==> src/hw/pll_rst_ctrl_pkg.sv <==
package pll_rst_ctrl_pkg;

  // Register byte offsets within the 1 KB region
  localparam logic [9:0] OFF_PERIPHERAL_IDENT    = 10'h0_00;
  localparam logic [9:0] OFF_RESET_CAUSE_STATUS  = 10'h0_E4;
  localparam logic [9:0] OFF_PLL_CONTROL         = 10'h1_00;
  localparam logic [9:0] OFF_LOOP_MULTIPLIER     = 10'h1_10;
  localparam logic [9:0] OFF_SYSCLK1_DIVIDER     = 10'h1_18;
  localparam logic [9:0] OFF_SYSCLK2_DIVIDER     = 10'h1_1C;
  localparam logic [9:0] OFF_SYSCLK3_DIVIDER     = 10'h1_20;
  localparam logic [9:0] OFF_POST_DIVIDER_CTRL   = 10'h1_28;
  localparam logic [9:0] OFF_BYPASS_DIVIDER      = 10'h1_2C;
  localparam logic [9:0] OFF_CONTROLLER_COMMAND  = 10'h1_38;
  localparam logic [9:0] OFF_CONTROLLER_STATUS   = 10'h1_3C;
  localparam logic [9:0] OFF_CLOCK_ALIGN_CONTROL = 10'h1_40;
  localparam logic [9:0] OFF_RATIO_CHANGE_STATUS = 10'h1_44;
  localparam logic [9:0] OFF_CLOCK_ENABLE_CTRL   = 10'h1_48;
  localparam logic [9:0] OFF_CLOCK_STATUS        = 10'h1_4C;
  localparam logic [9:0] OFF_SYSCLK_STATUS       = 10'h1_50;
  localparam logic [9:0] OFF_SYSCLK5_DIVIDER     = 10'h1_64;

  // Identification field positions
  localparam int ID_KIND_LSB    = 16;
  localparam int ID_CATEGORY_LSB = 8;
  localparam int ID_VERSION_LSB = 0;

  // Reset-cause flag positions
  localparam int system_reset_flag_bit   = 3;
  localparam int max_reset_flag_bit      = 2;
  localparam int ext_warm_reset_flag_bit = 1;
  localparam int power_on_flag_bit       = 0;

  // Control register field positions
  localparam int CTL_REFERENCE_SELECT = 8;
  localparam int CTL_ONES_HI          = 7;
  localparam int CTL_ONES_LO          = 6;
  localparam int CTL_ENABLE_SRC_GATE  = 5;
  localparam int CTL_OUTPUT_DISABLE   = 4;
  localparam int CTL_RESET_N          = 3;
  localparam int CTL_POWER_DOWN       = 1;
  localparam int CTL_MODE_SELECT      = 0;

  // Control register values after a global reset
  localparam logic CTL_RST_REFERENCE_SELECT = 1'b0;
  localparam logic CTL_RST_ENABLE_SRC_GATE  = 1'b1;
  localparam logic CTL_RST_OUTPUT_DISABLE   = 1'b1;
  localparam logic CTL_RST_RESET_N          = 1'b0;
  localparam logic CTL_RST_POWER_DOWN       = 1'b1;
  localparam logic CTL_RST_MODE_SELECT      = 1'b0;

  // Multiplier and divider geometry
  localparam int MULT_W       = 5;
  localparam int RATIO_W      = 4;
  localparam logic [4:0] MULT_RST = 5'h0_0;
  localparam logic [3:0] RATIO_RST = 4'h0;
  localparam int DIV_EN_BIT   = 15;
  localparam int GO_BIT       = 0;

  // Cycles the go-busy flag stays high after a go trigger
  localparam logic [3:0] GO_ALIGN_CYCLES = 4'h8;

  // Reset-cause encoding, two-bit binary; the status register holds it one-hot
  typedef enum logic [1:0] {
    CAUSE_POWER_ON = 2'b00,
    CAUSE_EXT_WARM = 2'b01,
    CAUSE_MAX      = 2'b10,
    CAUSE_SYSTEM   = 2'b11
  } reset_cause_t;

endpackage

==> src/hw/pll_reset_controller_regs.sv <==
// The implementer's own choice: the APB slave port.
`timescale 1ns/1ps

// Overview of operation
// - Two instances, 1 KB each; second lacks dividers 3,5
// - Read-only ident: kind, category, version bytes
// - Reset cause cleared, then one bit latched
// - Cause bits 3..0: system, max, warm, power-on
// - Bit 8 selects external square reference
// - Mode bit ignored while source gate set
// - Bit 4 drives PLL output disable
// - Bit 3 is active-low PLL reset
// - Bit 1 powers PLL down; reserved bits
// - Bit 0 selects PLL output or bypass
// - Reserved control bits 7-6 read one
// - Five-bit multiplier, factor is field plus one
// - Global reset leaves PLL powered down
// - Go starts transition; busy until aligned
// - Divider divides by ratio plus one
module pll_reset_controller_regs
  import pll_rst_ctrl_pkg::*;
#(
  parameter bit          FULL_FEATURED = 1'b1,  // Zero for the reduced second instance
  parameter logic [7:0]  KIND_CODE     = 8'h5A,  // Arbitrary value
  parameter logic [7:0]  CATEGORY_CODE = 8'h3C,  // Arbitrary value
  parameter logic [7:0]  VERSION_CODE  = 8'h07   // Arbitrary value
) (
  input  wire logic        core_clk,
  input  wire logic        rst,
  input  wire logic [1:0]  reset_cause_in,     // Highest-priority cause of this reset
  input  wire logic        psel,
  input  wire logic        penable,
  input  wire logic        pwrite,
  input  wire logic [9:0]  paddr,
  input  wire logic [31:0] pwdata,
  output logic [31:0]      prdata,
  output logic             pready,
  output logic             pslverr,
  output logic             reference_select,   // 1: external square reference
  output logic             pll_output_disable,
  output logic             pll_reset_n,
  output logic             pll_power_down,
  output logic             pll_mode_select,    // Effective: 1 routes PLL output
  output logic [4:0]       loop_multiplier,
  output logic [5:0]       mult_factor,         // Applied factor, field plus one
  output logic             go_busy_flag
);

  localparam int NDIV = 3;  // Dividers 1, 2 and 3

  // Whole module state in one record
  typedef struct packed {
    logic               cause_taken;           // Cause latched since reset
    logic [3:0]         cause;                 // One-hot reset cause
    logic               ref_sel;
    logic               src_gate;
    logic               out_dis;
    logic               rst_n;
    logic               pwr_dn;
    logic               mode;
    logic [4:0]         mult;
    logic [NDIV-1:0]    div_en;
    logic [NDIV*4-1:0]  div_ratio;
    logic               div5_en;
    logic [3:0]         div5_ratio;
    logic [3:0]         go_cnt;                // Alignment countdown
    logic [31:0]        rdata;
  } state_t;

  state_t st;
  state_t next_st;

  logic        wr_acc;   // Write access phase
  logic        rd_acc;   // Read access phase
  logic [31:0] rd_mux;   // Read value for the addressed word

  // Zero wait states: every access completes in its first access cycle
  assign pready  = 1'b1;
  assign pslverr = 1'b0;
  assign wr_acc  = psel && penable && pwrite;
  assign rd_acc  = psel && penable && !pwrite;

  // Read decode; unmapped and absent registers read zero
  always_comb begin
    rd_mux = 32'h0000_0000;
    if (paddr == OFF_PERIPHERAL_IDENT) begin
      rd_mux = {8'h00, KIND_CODE, CATEGORY_CODE, VERSION_CODE};
    end else if (paddr == OFF_RESET_CAUSE_STATUS) begin
      rd_mux = {28'h000_0000, st.cause};
    end else if (paddr == OFF_PLL_CONTROL) begin
      rd_mux[CTL_REFERENCE_SELECT] = st.ref_sel;
      rd_mux[CTL_ONES_HI]          = 1'b1;
      rd_mux[CTL_ONES_LO]          = 1'b1;
      rd_mux[CTL_ENABLE_SRC_GATE]  = st.src_gate;
      rd_mux[CTL_OUTPUT_DISABLE]   = st.out_dis;
      rd_mux[CTL_RESET_N]          = st.rst_n;
      rd_mux[CTL_POWER_DOWN]       = st.pwr_dn;
      rd_mux[CTL_MODE_SELECT]      = st.mode;
    end else if (paddr == OFF_LOOP_MULTIPLIER) begin
      rd_mux = {27'h000_0000, st.mult};
    end else if (paddr == OFF_SYSCLK1_DIVIDER) begin
      rd_mux[DIV_EN_BIT] = st.div_en[0];
      rd_mux[3:0]        = st.div_ratio[3:0];
    end else if (paddr == OFF_SYSCLK2_DIVIDER) begin
      rd_mux[DIV_EN_BIT] = st.div_en[1];
      rd_mux[3:0]        = st.div_ratio[7:4];
    end else if (paddr == OFF_SYSCLK3_DIVIDER && FULL_FEATURED) begin
      rd_mux[DIV_EN_BIT] = st.div_en[2];
      rd_mux[3:0]        = st.div_ratio[11:8];
    end else if (paddr == OFF_SYSCLK5_DIVIDER && FULL_FEATURED) begin
      rd_mux[DIV_EN_BIT] = st.div5_en;
      rd_mux[3:0]        = st.div5_ratio;
    end else if (paddr == OFF_CONTROLLER_STATUS) begin
      rd_mux[GO_BIT] = (st.go_cnt != 4'h0);
    end else begin
      rd_mux = 32'h0000_0000;
    end
  end

  // Next-state logic: cause capture, register writes, go countdown
  always_comb begin
    next_st = st;
    // Cause is caught once, on the first edge after release
    if (!st.cause_taken) begin
      next_st.cause_taken = 1'b1;
      next_st.cause       = 4'h0;
      next_st.cause[reset_cause_in] = 1'b1;
    end
    // Go alignment countdown
    if (st.go_cnt != 4'h0) begin
      next_st.go_cnt = st.go_cnt - 4'h1;
    end
    // Writes to read-only or reserved bits fall through unused
    if (wr_acc) begin
      if (paddr == OFF_PLL_CONTROL) begin
        next_st.ref_sel  = pwdata[CTL_REFERENCE_SELECT];
        next_st.src_gate = pwdata[CTL_ENABLE_SRC_GATE];
        next_st.out_dis  = pwdata[CTL_OUTPUT_DISABLE];
        next_st.rst_n    = pwdata[CTL_RESET_N];
        next_st.pwr_dn   = pwdata[CTL_POWER_DOWN];
        next_st.mode     = pwdata[CTL_MODE_SELECT];
      end else if (paddr == OFF_LOOP_MULTIPLIER) begin
        next_st.mult = pwdata[MULT_W-1:0];
      end else if (paddr == OFF_SYSCLK1_DIVIDER) begin
        next_st.div_en[0]      = pwdata[DIV_EN_BIT];
        next_st.div_ratio[3:0] = pwdata[RATIO_W-1:0];
      end else if (paddr == OFF_SYSCLK2_DIVIDER) begin
        next_st.div_en[1]      = pwdata[DIV_EN_BIT];
        next_st.div_ratio[7:4] = pwdata[RATIO_W-1:0];
      end else if (paddr == OFF_SYSCLK3_DIVIDER && FULL_FEATURED) begin
        next_st.div_en[2]       = pwdata[DIV_EN_BIT];
        next_st.div_ratio[11:8] = pwdata[RATIO_W-1:0];
      end else if (paddr == OFF_SYSCLK5_DIVIDER && FULL_FEATURED) begin
        next_st.div5_en    = pwdata[DIV_EN_BIT];
        next_st.div5_ratio = pwdata[RATIO_W-1:0];
      end else if (paddr == OFF_CONTROLLER_COMMAND) begin
        // A second go while busy restarts the alignment window
        if (pwdata[GO_BIT]) begin
          next_st.go_cnt = GO_ALIGN_CYCLES;
        end
      end
    end
    // Read data is captured in a flop so it holds steady after the access ends
    if (rd_acc) begin
      next_st.rdata = rd_mux;
    end
  end

  // State register; global reset puts the PLL in bypass, reset and power-down
  always_ff @(posedge core_clk or posedge rst) begin
    if (rst) begin
      st             <= '0;
      st.ref_sel     <= CTL_RST_REFERENCE_SELECT;
      st.src_gate    <= CTL_RST_ENABLE_SRC_GATE;
      st.out_dis     <= CTL_RST_OUTPUT_DISABLE;
      st.rst_n       <= CTL_RST_RESET_N;
      st.pwr_dn      <= CTL_RST_POWER_DOWN;
      st.mode        <= CTL_RST_MODE_SELECT;
      st.mult        <= MULT_RST;
    end else begin
      st <= next_st;
    end
  end

  // Read data: taken straight from the decoder during the access cycle,
  // then held from the flop once the access ends
  assign prdata = rd_acc ? rd_mux : st.rdata;

  assign reference_select   = st.ref_sel;
  assign pll_output_disable = st.out_dis;
  assign pll_reset_n        = st.rst_n;
  assign pll_power_down     = st.pwr_dn;
  // Mode bit only steers the bypass mux once the source gate is clear
  assign pll_mode_select    = st.mode && !st.src_gate;
  assign loop_multiplier    = st.mult;
  assign mult_factor        = {1'b0, st.mult} + 6'h01;
  assign go_busy_flag       = (st.go_cnt != 4'h0);

endmodule

==> config.mk <==
export PLATFORM = sky130hd
export DESIGN_NAME = pll_reset_controller_regs
export DESIGN_NICKNAME = d
export VERILOG_FILES = /design/src/hw/pll_rst_ctrl_pkg.sv /design/src/hw/pll_reset_controller_regs.sv
export SDC_FILE = /design/constraint.sdc
export NUM_CORES = 1
export LEC_CHECK = 0
export ABC_AREA = 1
export BUFFER_PORTS_ARGS = -buffer_cell sky130_fd_sc_hd__buf_2
export CAP_MARGIN = 10
export CORE_UTILIZATION = 53
export DETAILED_ROUTE_END_ITERATION = 10
export PLACE_DENSITY = 0.77
export SETUP_SLACK_MARGIN = 0.4
export SLEW_MARGIN = 25
export SYNTH_ARGS = -nofsm -noshare
export SYNTH_HDL_FRONTEND = slang
export SYNTH_SLANG_ARGS = --single-unit
export TNS_END_PERCENT = 20
==> constraint.sdc <==
create_clock -name core_clk -period 2.4 [get_ports core_clk]
set_clock_uncertainty 0.05 [all_clocks]
set_input_delay 0.12 -clock core_clk [delete_from_list [all_inputs] [get_ports core_clk]]
set_output_delay 0.12 -clock core_clk [all_outputs]
set_load 0.01 [all_outputs]
==> summary.md <==
| Metric | Value |
|---|---|
| Status | `finished clean` |
| Highest fanout seen on the critical path | `5` |
| Vertical die dimension | `about 86 um` |
| Number of antenna violations at the first check in global routing | `0` |
| Post-Synth XOR/XNOR Area | `less than 1%` |
| Wire length of the first global-routing pass | `12300 um` |
| All-layer global routing usage | `between 20% and 30%` |
| Syn-to-layout area delta | `13.4%` |
| Number of standard-cell rows in the floorplan | `30` |
| Overall via count from detail_route | `roughly 2900` |
| Synthesized instance count | `~440` |
| Antenna fix cells | `0` |
| Simple logic cell fraction of the synthesized area | `26.7%` |
| Total leakage power | `~0.0022 uW` |
| Total Die Area | `about 7400 um^2` |
| Boundary pin count | `100` |
| Unrepaired setup endpoints after global routing | `no` |
| Max IR drop VDD | `just under 500 uV` |
| Relative slew margins | `between 50% and 60%` |
| Clock root buffer | `sky130_fd_sc_hd__clkbuf_8` |
| Most instantiated flip-flop cell in the synthesis netlist | `sky130_fd_sc_hd__dfrtp_1` |
| DRC errors left | `0` |
| Clock tree sinks | `72` |
| Clock edge transition at the registers on the reported setup and hold paths | `roughly 0.080 ns` |
| Final setup margin | `approximately 0.5 ns` |
| Final number of max-transition violations | `0` |
| Setup TNS | `0 ns` |
| Logic depth of the worst register-to-register path | `9` |
| End-of-flow core utilization | `between 60% and 70%` |
| Delay of the slowest cell on the worst path | `roughly 0.41 ns` |
| Instance area at placement | `between 3000 and 4000 um^2` |
| Library cells used by synthesis | `between 40 and 50` |
| Vias in the first global route | `2692` |
| Final worst path period need | `1.90 ns` |
| Cell count along the critical path | `10` |
| Number of buffer and inverter stages on the critical path | `3` |
| Portion of netlist area occupied by mux cells | `0%` |
| Critical register-to-register path startpoint | `st[32]` |
| End of the worst register-to-register path | `st[0]` |
| Largest net degree at the start of global routing | `32` |
| Placed wire-length estimate after detailed placement | `around 5700 um` |
| Post-route fraction of the period consumed by the critical path | `roughly four fifths` |
| Average size of a mapped cell | `between 8 and 9 um^2` |
| Crit path capture type | `primary output` |
| Insertion delay of the later-clocked pin in the worst-skew pair | `between 0.3 and 0.4 ns` |
| Residual antenna-violating net count after detailed routing | `0` |
| Slew at the pin with the worst max-slew slack | `0.610 ns` |
| Top cell family by delay on the critical path | `simple AND/OR/NAND/NOR gates` |
| Dominant combinational cell family by area after synthesis | `simple AND/OR/NAND/NOR gates` |
| Avg WL per Cell | `between 10 and 15 um` |
| List of cells traversed by the critical path | `inv_2, ha_4, nand3_4, nand3_1, nand3_1, nor2_1, nand4_1, nand2_1, inv_1, buf_2` |
| Setup crit end | `prdata[0]` |
| Data required time at the worst endpoint | `around 2.2 ns` |
| Placer Congestion | `around 0.84` |
| Post-synthesis register bit count | `between 70 and 80` |
| Worst Hold Class | `input pin to register` |
| Worst Setup Start Kind | `register` |
| Chip Width | `86.2 um` |
| Power Dens Cells | `approximately 660 nW/um^2` |
| Maxcap violations | `0` |
| Number of vias per cell after detailed routing | `4.87` |
| Setup slack, reg-to-reg | `0.99 ns` |
| Largest buffer count on any clock path | `2` |
| Placed cell count | `around 570` |
| Sequential-to-total area share from yosys stat | `a little under 50%` |
| Final Setup Violations | `0` |
| H-tree levels | `3` |
| TritonCTS buffer count | `9` |
| Total overflow reported by the global router | `0` |
| Number of design-rule violations left by the first detailed-router iteration | `about 230` |
| CTS tree | `built` |
| Fmax | `between 0.5 and 0.6 GHz` |
| Ratio of cells with drive above 1 in the final layout | `28.7%` |
| Count of yosys warnings during synthesis | `0` |
| Final Instance Area | `roughly 4300 um^2` |
| Non-filler instance count after layout | `595` |
| Most frequent cell on the critical path | `sky130_fd_sc_hd__nand3_1` |
| Number of input and output port buffers inserted | `73` |
| Compound-gate portion of the synthesized area | `under 10%` |
| Category of the most critical setup path | `register to primary output` |
| Router iterations before antenna repair | `4` |
| Slowest stage cell, crit path | `sky130_fd_sc_hd__dfrtp_1` |
| Syn Std Cell Area | `between 3000 and 4000 um^2` |
| Floorplan Core Area | `6830 um^2` |
| Setup slack at placement | `between 0.6 and 0.7 ns` |
| Crit path arrival time | `between 1.5 and 2 ns` |
| Adder and majority gate portion of the synthesized area | `less than 1%` |
| WL final | `~7700 um` |
| CP startpoint | `st[32]` |
| Starting density of the core | `about 55%` |
| Number of flops mapped to enable cells by yosys | `0` |
| Async set or reset register ratio after synthesis | `100%` |
| Final nets | `between 500 and 600` |
| Total count of hold-check failures in the final report | `0` |
## worst min path at each step
stage,start,end,slack [ns],cells past startpoint
after global placement,rst,st[26],0.17,2
after floorplan,reset_cause_in[0],st[67],0.18,1
after global routing,reset_cause_in[1],st[70],0.002,3
final,reset_cause_in[1],st[67],0.02,3
after detailed placement,rst,st[14],0.19,2
after CTS,reset_cause_in[1],st[70],0.007,3
## cells in the mapped netlist (all sizes together) (3+ instances only)
cell type  count  area, um^2
nand4          7        58.8
nor3           9        61.3
a21oi          8        47.6
nor2          66         320
or2            3        18.8
xor2           3        26.3
o21ai         37         204
buf           44         323
inv           67         257
dfrtp         69        1730
dfstp          3        78.8
nand3         27         170
nand2         86         358
## worst register-to-register path: stages (launching register included)
cell and delay (ns):
sky130_fd_sc_hd__dfrtp_1 0.41, sky130_fd_sc_hd__inv_2 0.09, sky130_fd_sc_hd__ha_4 0.16, sky130_fd_sc_hd__nand3_4 0.10
sky130_fd_sc_hd__nand3_1 0.12, sky130_fd_sc_hd__nand3_1 0.08, sky130_fd_sc_hd__nor2_1 0.11, sky130_fd_sc_hd__nand4_1 0.09
sky130_fd_sc_hd__nand2_1 0.07, sky130_fd_sc_hd__inv_1 0.05
## metal layers
layer	track usage, %	share of wire, %	wire [um]	vias up
met3	4.19	5.1	388	15
met5	0	0	0	-
li1	-	-	-	1452
met4	8.48	2.0	155	0
met1	28.2	44	3380	1343
met2	36.0	49	3730	87
## placed cells by master (no fill, tap or decap), types with 3 or more instances in the layout
| master | netlist | final |
|---|---|---|
| sky130_fd_sc_hd__o21ai_2 | 5 | 5 |
| sky130_fd_sc_hd__clkbuf_8 | 0 | 9 |
| sky130_fd_sc_hd__nand2_1 | 80 | 80 |
| sky130_fd_sc_hd__dfrtp_1 | 69 | 69 |
| sky130_fd_sc_hd__xor2_1 | 3 | 3 |
| sky130_fd_sc_hd__inv_2 | 7 | 10 |
| sky130_fd_sc_hd__nor3_1 | 7 | 6 |
| sky130_fd_sc_hd__o21ai_0 | 16 | 16 |
| sky130_fd_sc_hd__nand2_4 | 4 | 4 |
| sky130_fd_sc_hd__nor2_4 | 4 | 4 |
| sky130_fd_sc_hd__o21ai_1 | 16 | 16 |
| sky130_fd_sc_hd__dfstp_2 | 3 | 3 |
| sky130_fd_sc_hd__nor2_1 | 56 | 56 |
| sky130_fd_sc_hd__conb_1 | 2 | 3 |
| sky130_fd_sc_hd__inv_1 | 59 | 56 |
| sky130_fd_sc_hd__nor2_2 | 4 | 4 |
| sky130_fd_sc_hd__or2_2 | 3 | 3 |
| sky130_fd_sc_hd__nand4_1 | 6 | 6 |
| sky130_fd_sc_hd__nand3_1 | 23 | 22 |
| sky130_fd_sc_hd__dlygate4sd3_1 | 0 | 5 |
| sky130_fd_sc_hd__buf_4 | 39 | 5 |
| sky130_fd_sc_hd__nand3_4 | 2 | 3 |
| sky130_fd_sc_hd__a21oi_1 | 6 | 6 |
| sky130_fd_sc_hd__buf_2 | 3 | 73 |
## power breakdown
group,leakage [uW],switching (uW),total [uW],internal [uW]
Clock,0.000103,458,1050,591
Combinational,0.00119,265,455,190
Sequential,0.000953,39.4,1330,1290
Total,0.00224,762,2830,2070
## logic make-up (layout without fill, tap and decap cells)
| kind of cell | Yosys count | count (layout) |
|---|---|---|
| compound gates | 52 | 52 |
| xor+xnor | 4 | 4 |
| fa+ha+maj | 2 | 2 |
| buf+inv | 111 | 166 |
| flops | 72 | 72 |
| other cells | 2 | 3 |
| simple gates | 200 | 200 |
## state kept, by name, summed over array words and instances, names as in the netlist
signal              cells
pll_reset_n             1
st                     63
pll_output_disable      1
pll_power_down          1
loop_multiplier         5
reference_select        1
## metrics by stage
step | power, uW | hold WS (ns)
after global placement | 1710 | 0.172
after CTS | 2800 | 0.00665
after detailed placement | 1730 | 0.187
final | 2830 | 0.0162
after global routing | 2960 | 0.00190
after floorplan | 1650 | 0.177
## timing repair
action	4_1_cts	5_1_grt
hold buffers	5	0
buffers inserted	0	1
pin swaps	1	0
hold endpoints to repair	34	0
setup endpoints to repair	1	1
gates resized for setup	2	4
## cell type report
class                      count  area (um^2)
fill                         602         2570
sequential                    72         1810
multi-input combinational    261         1400
timing repair buffer          83          453
inverter                      67          256
clock buffer                  10          128
tap                           96          120
clock inverter                 6         92.6
(Power assumes the default switching activity.)
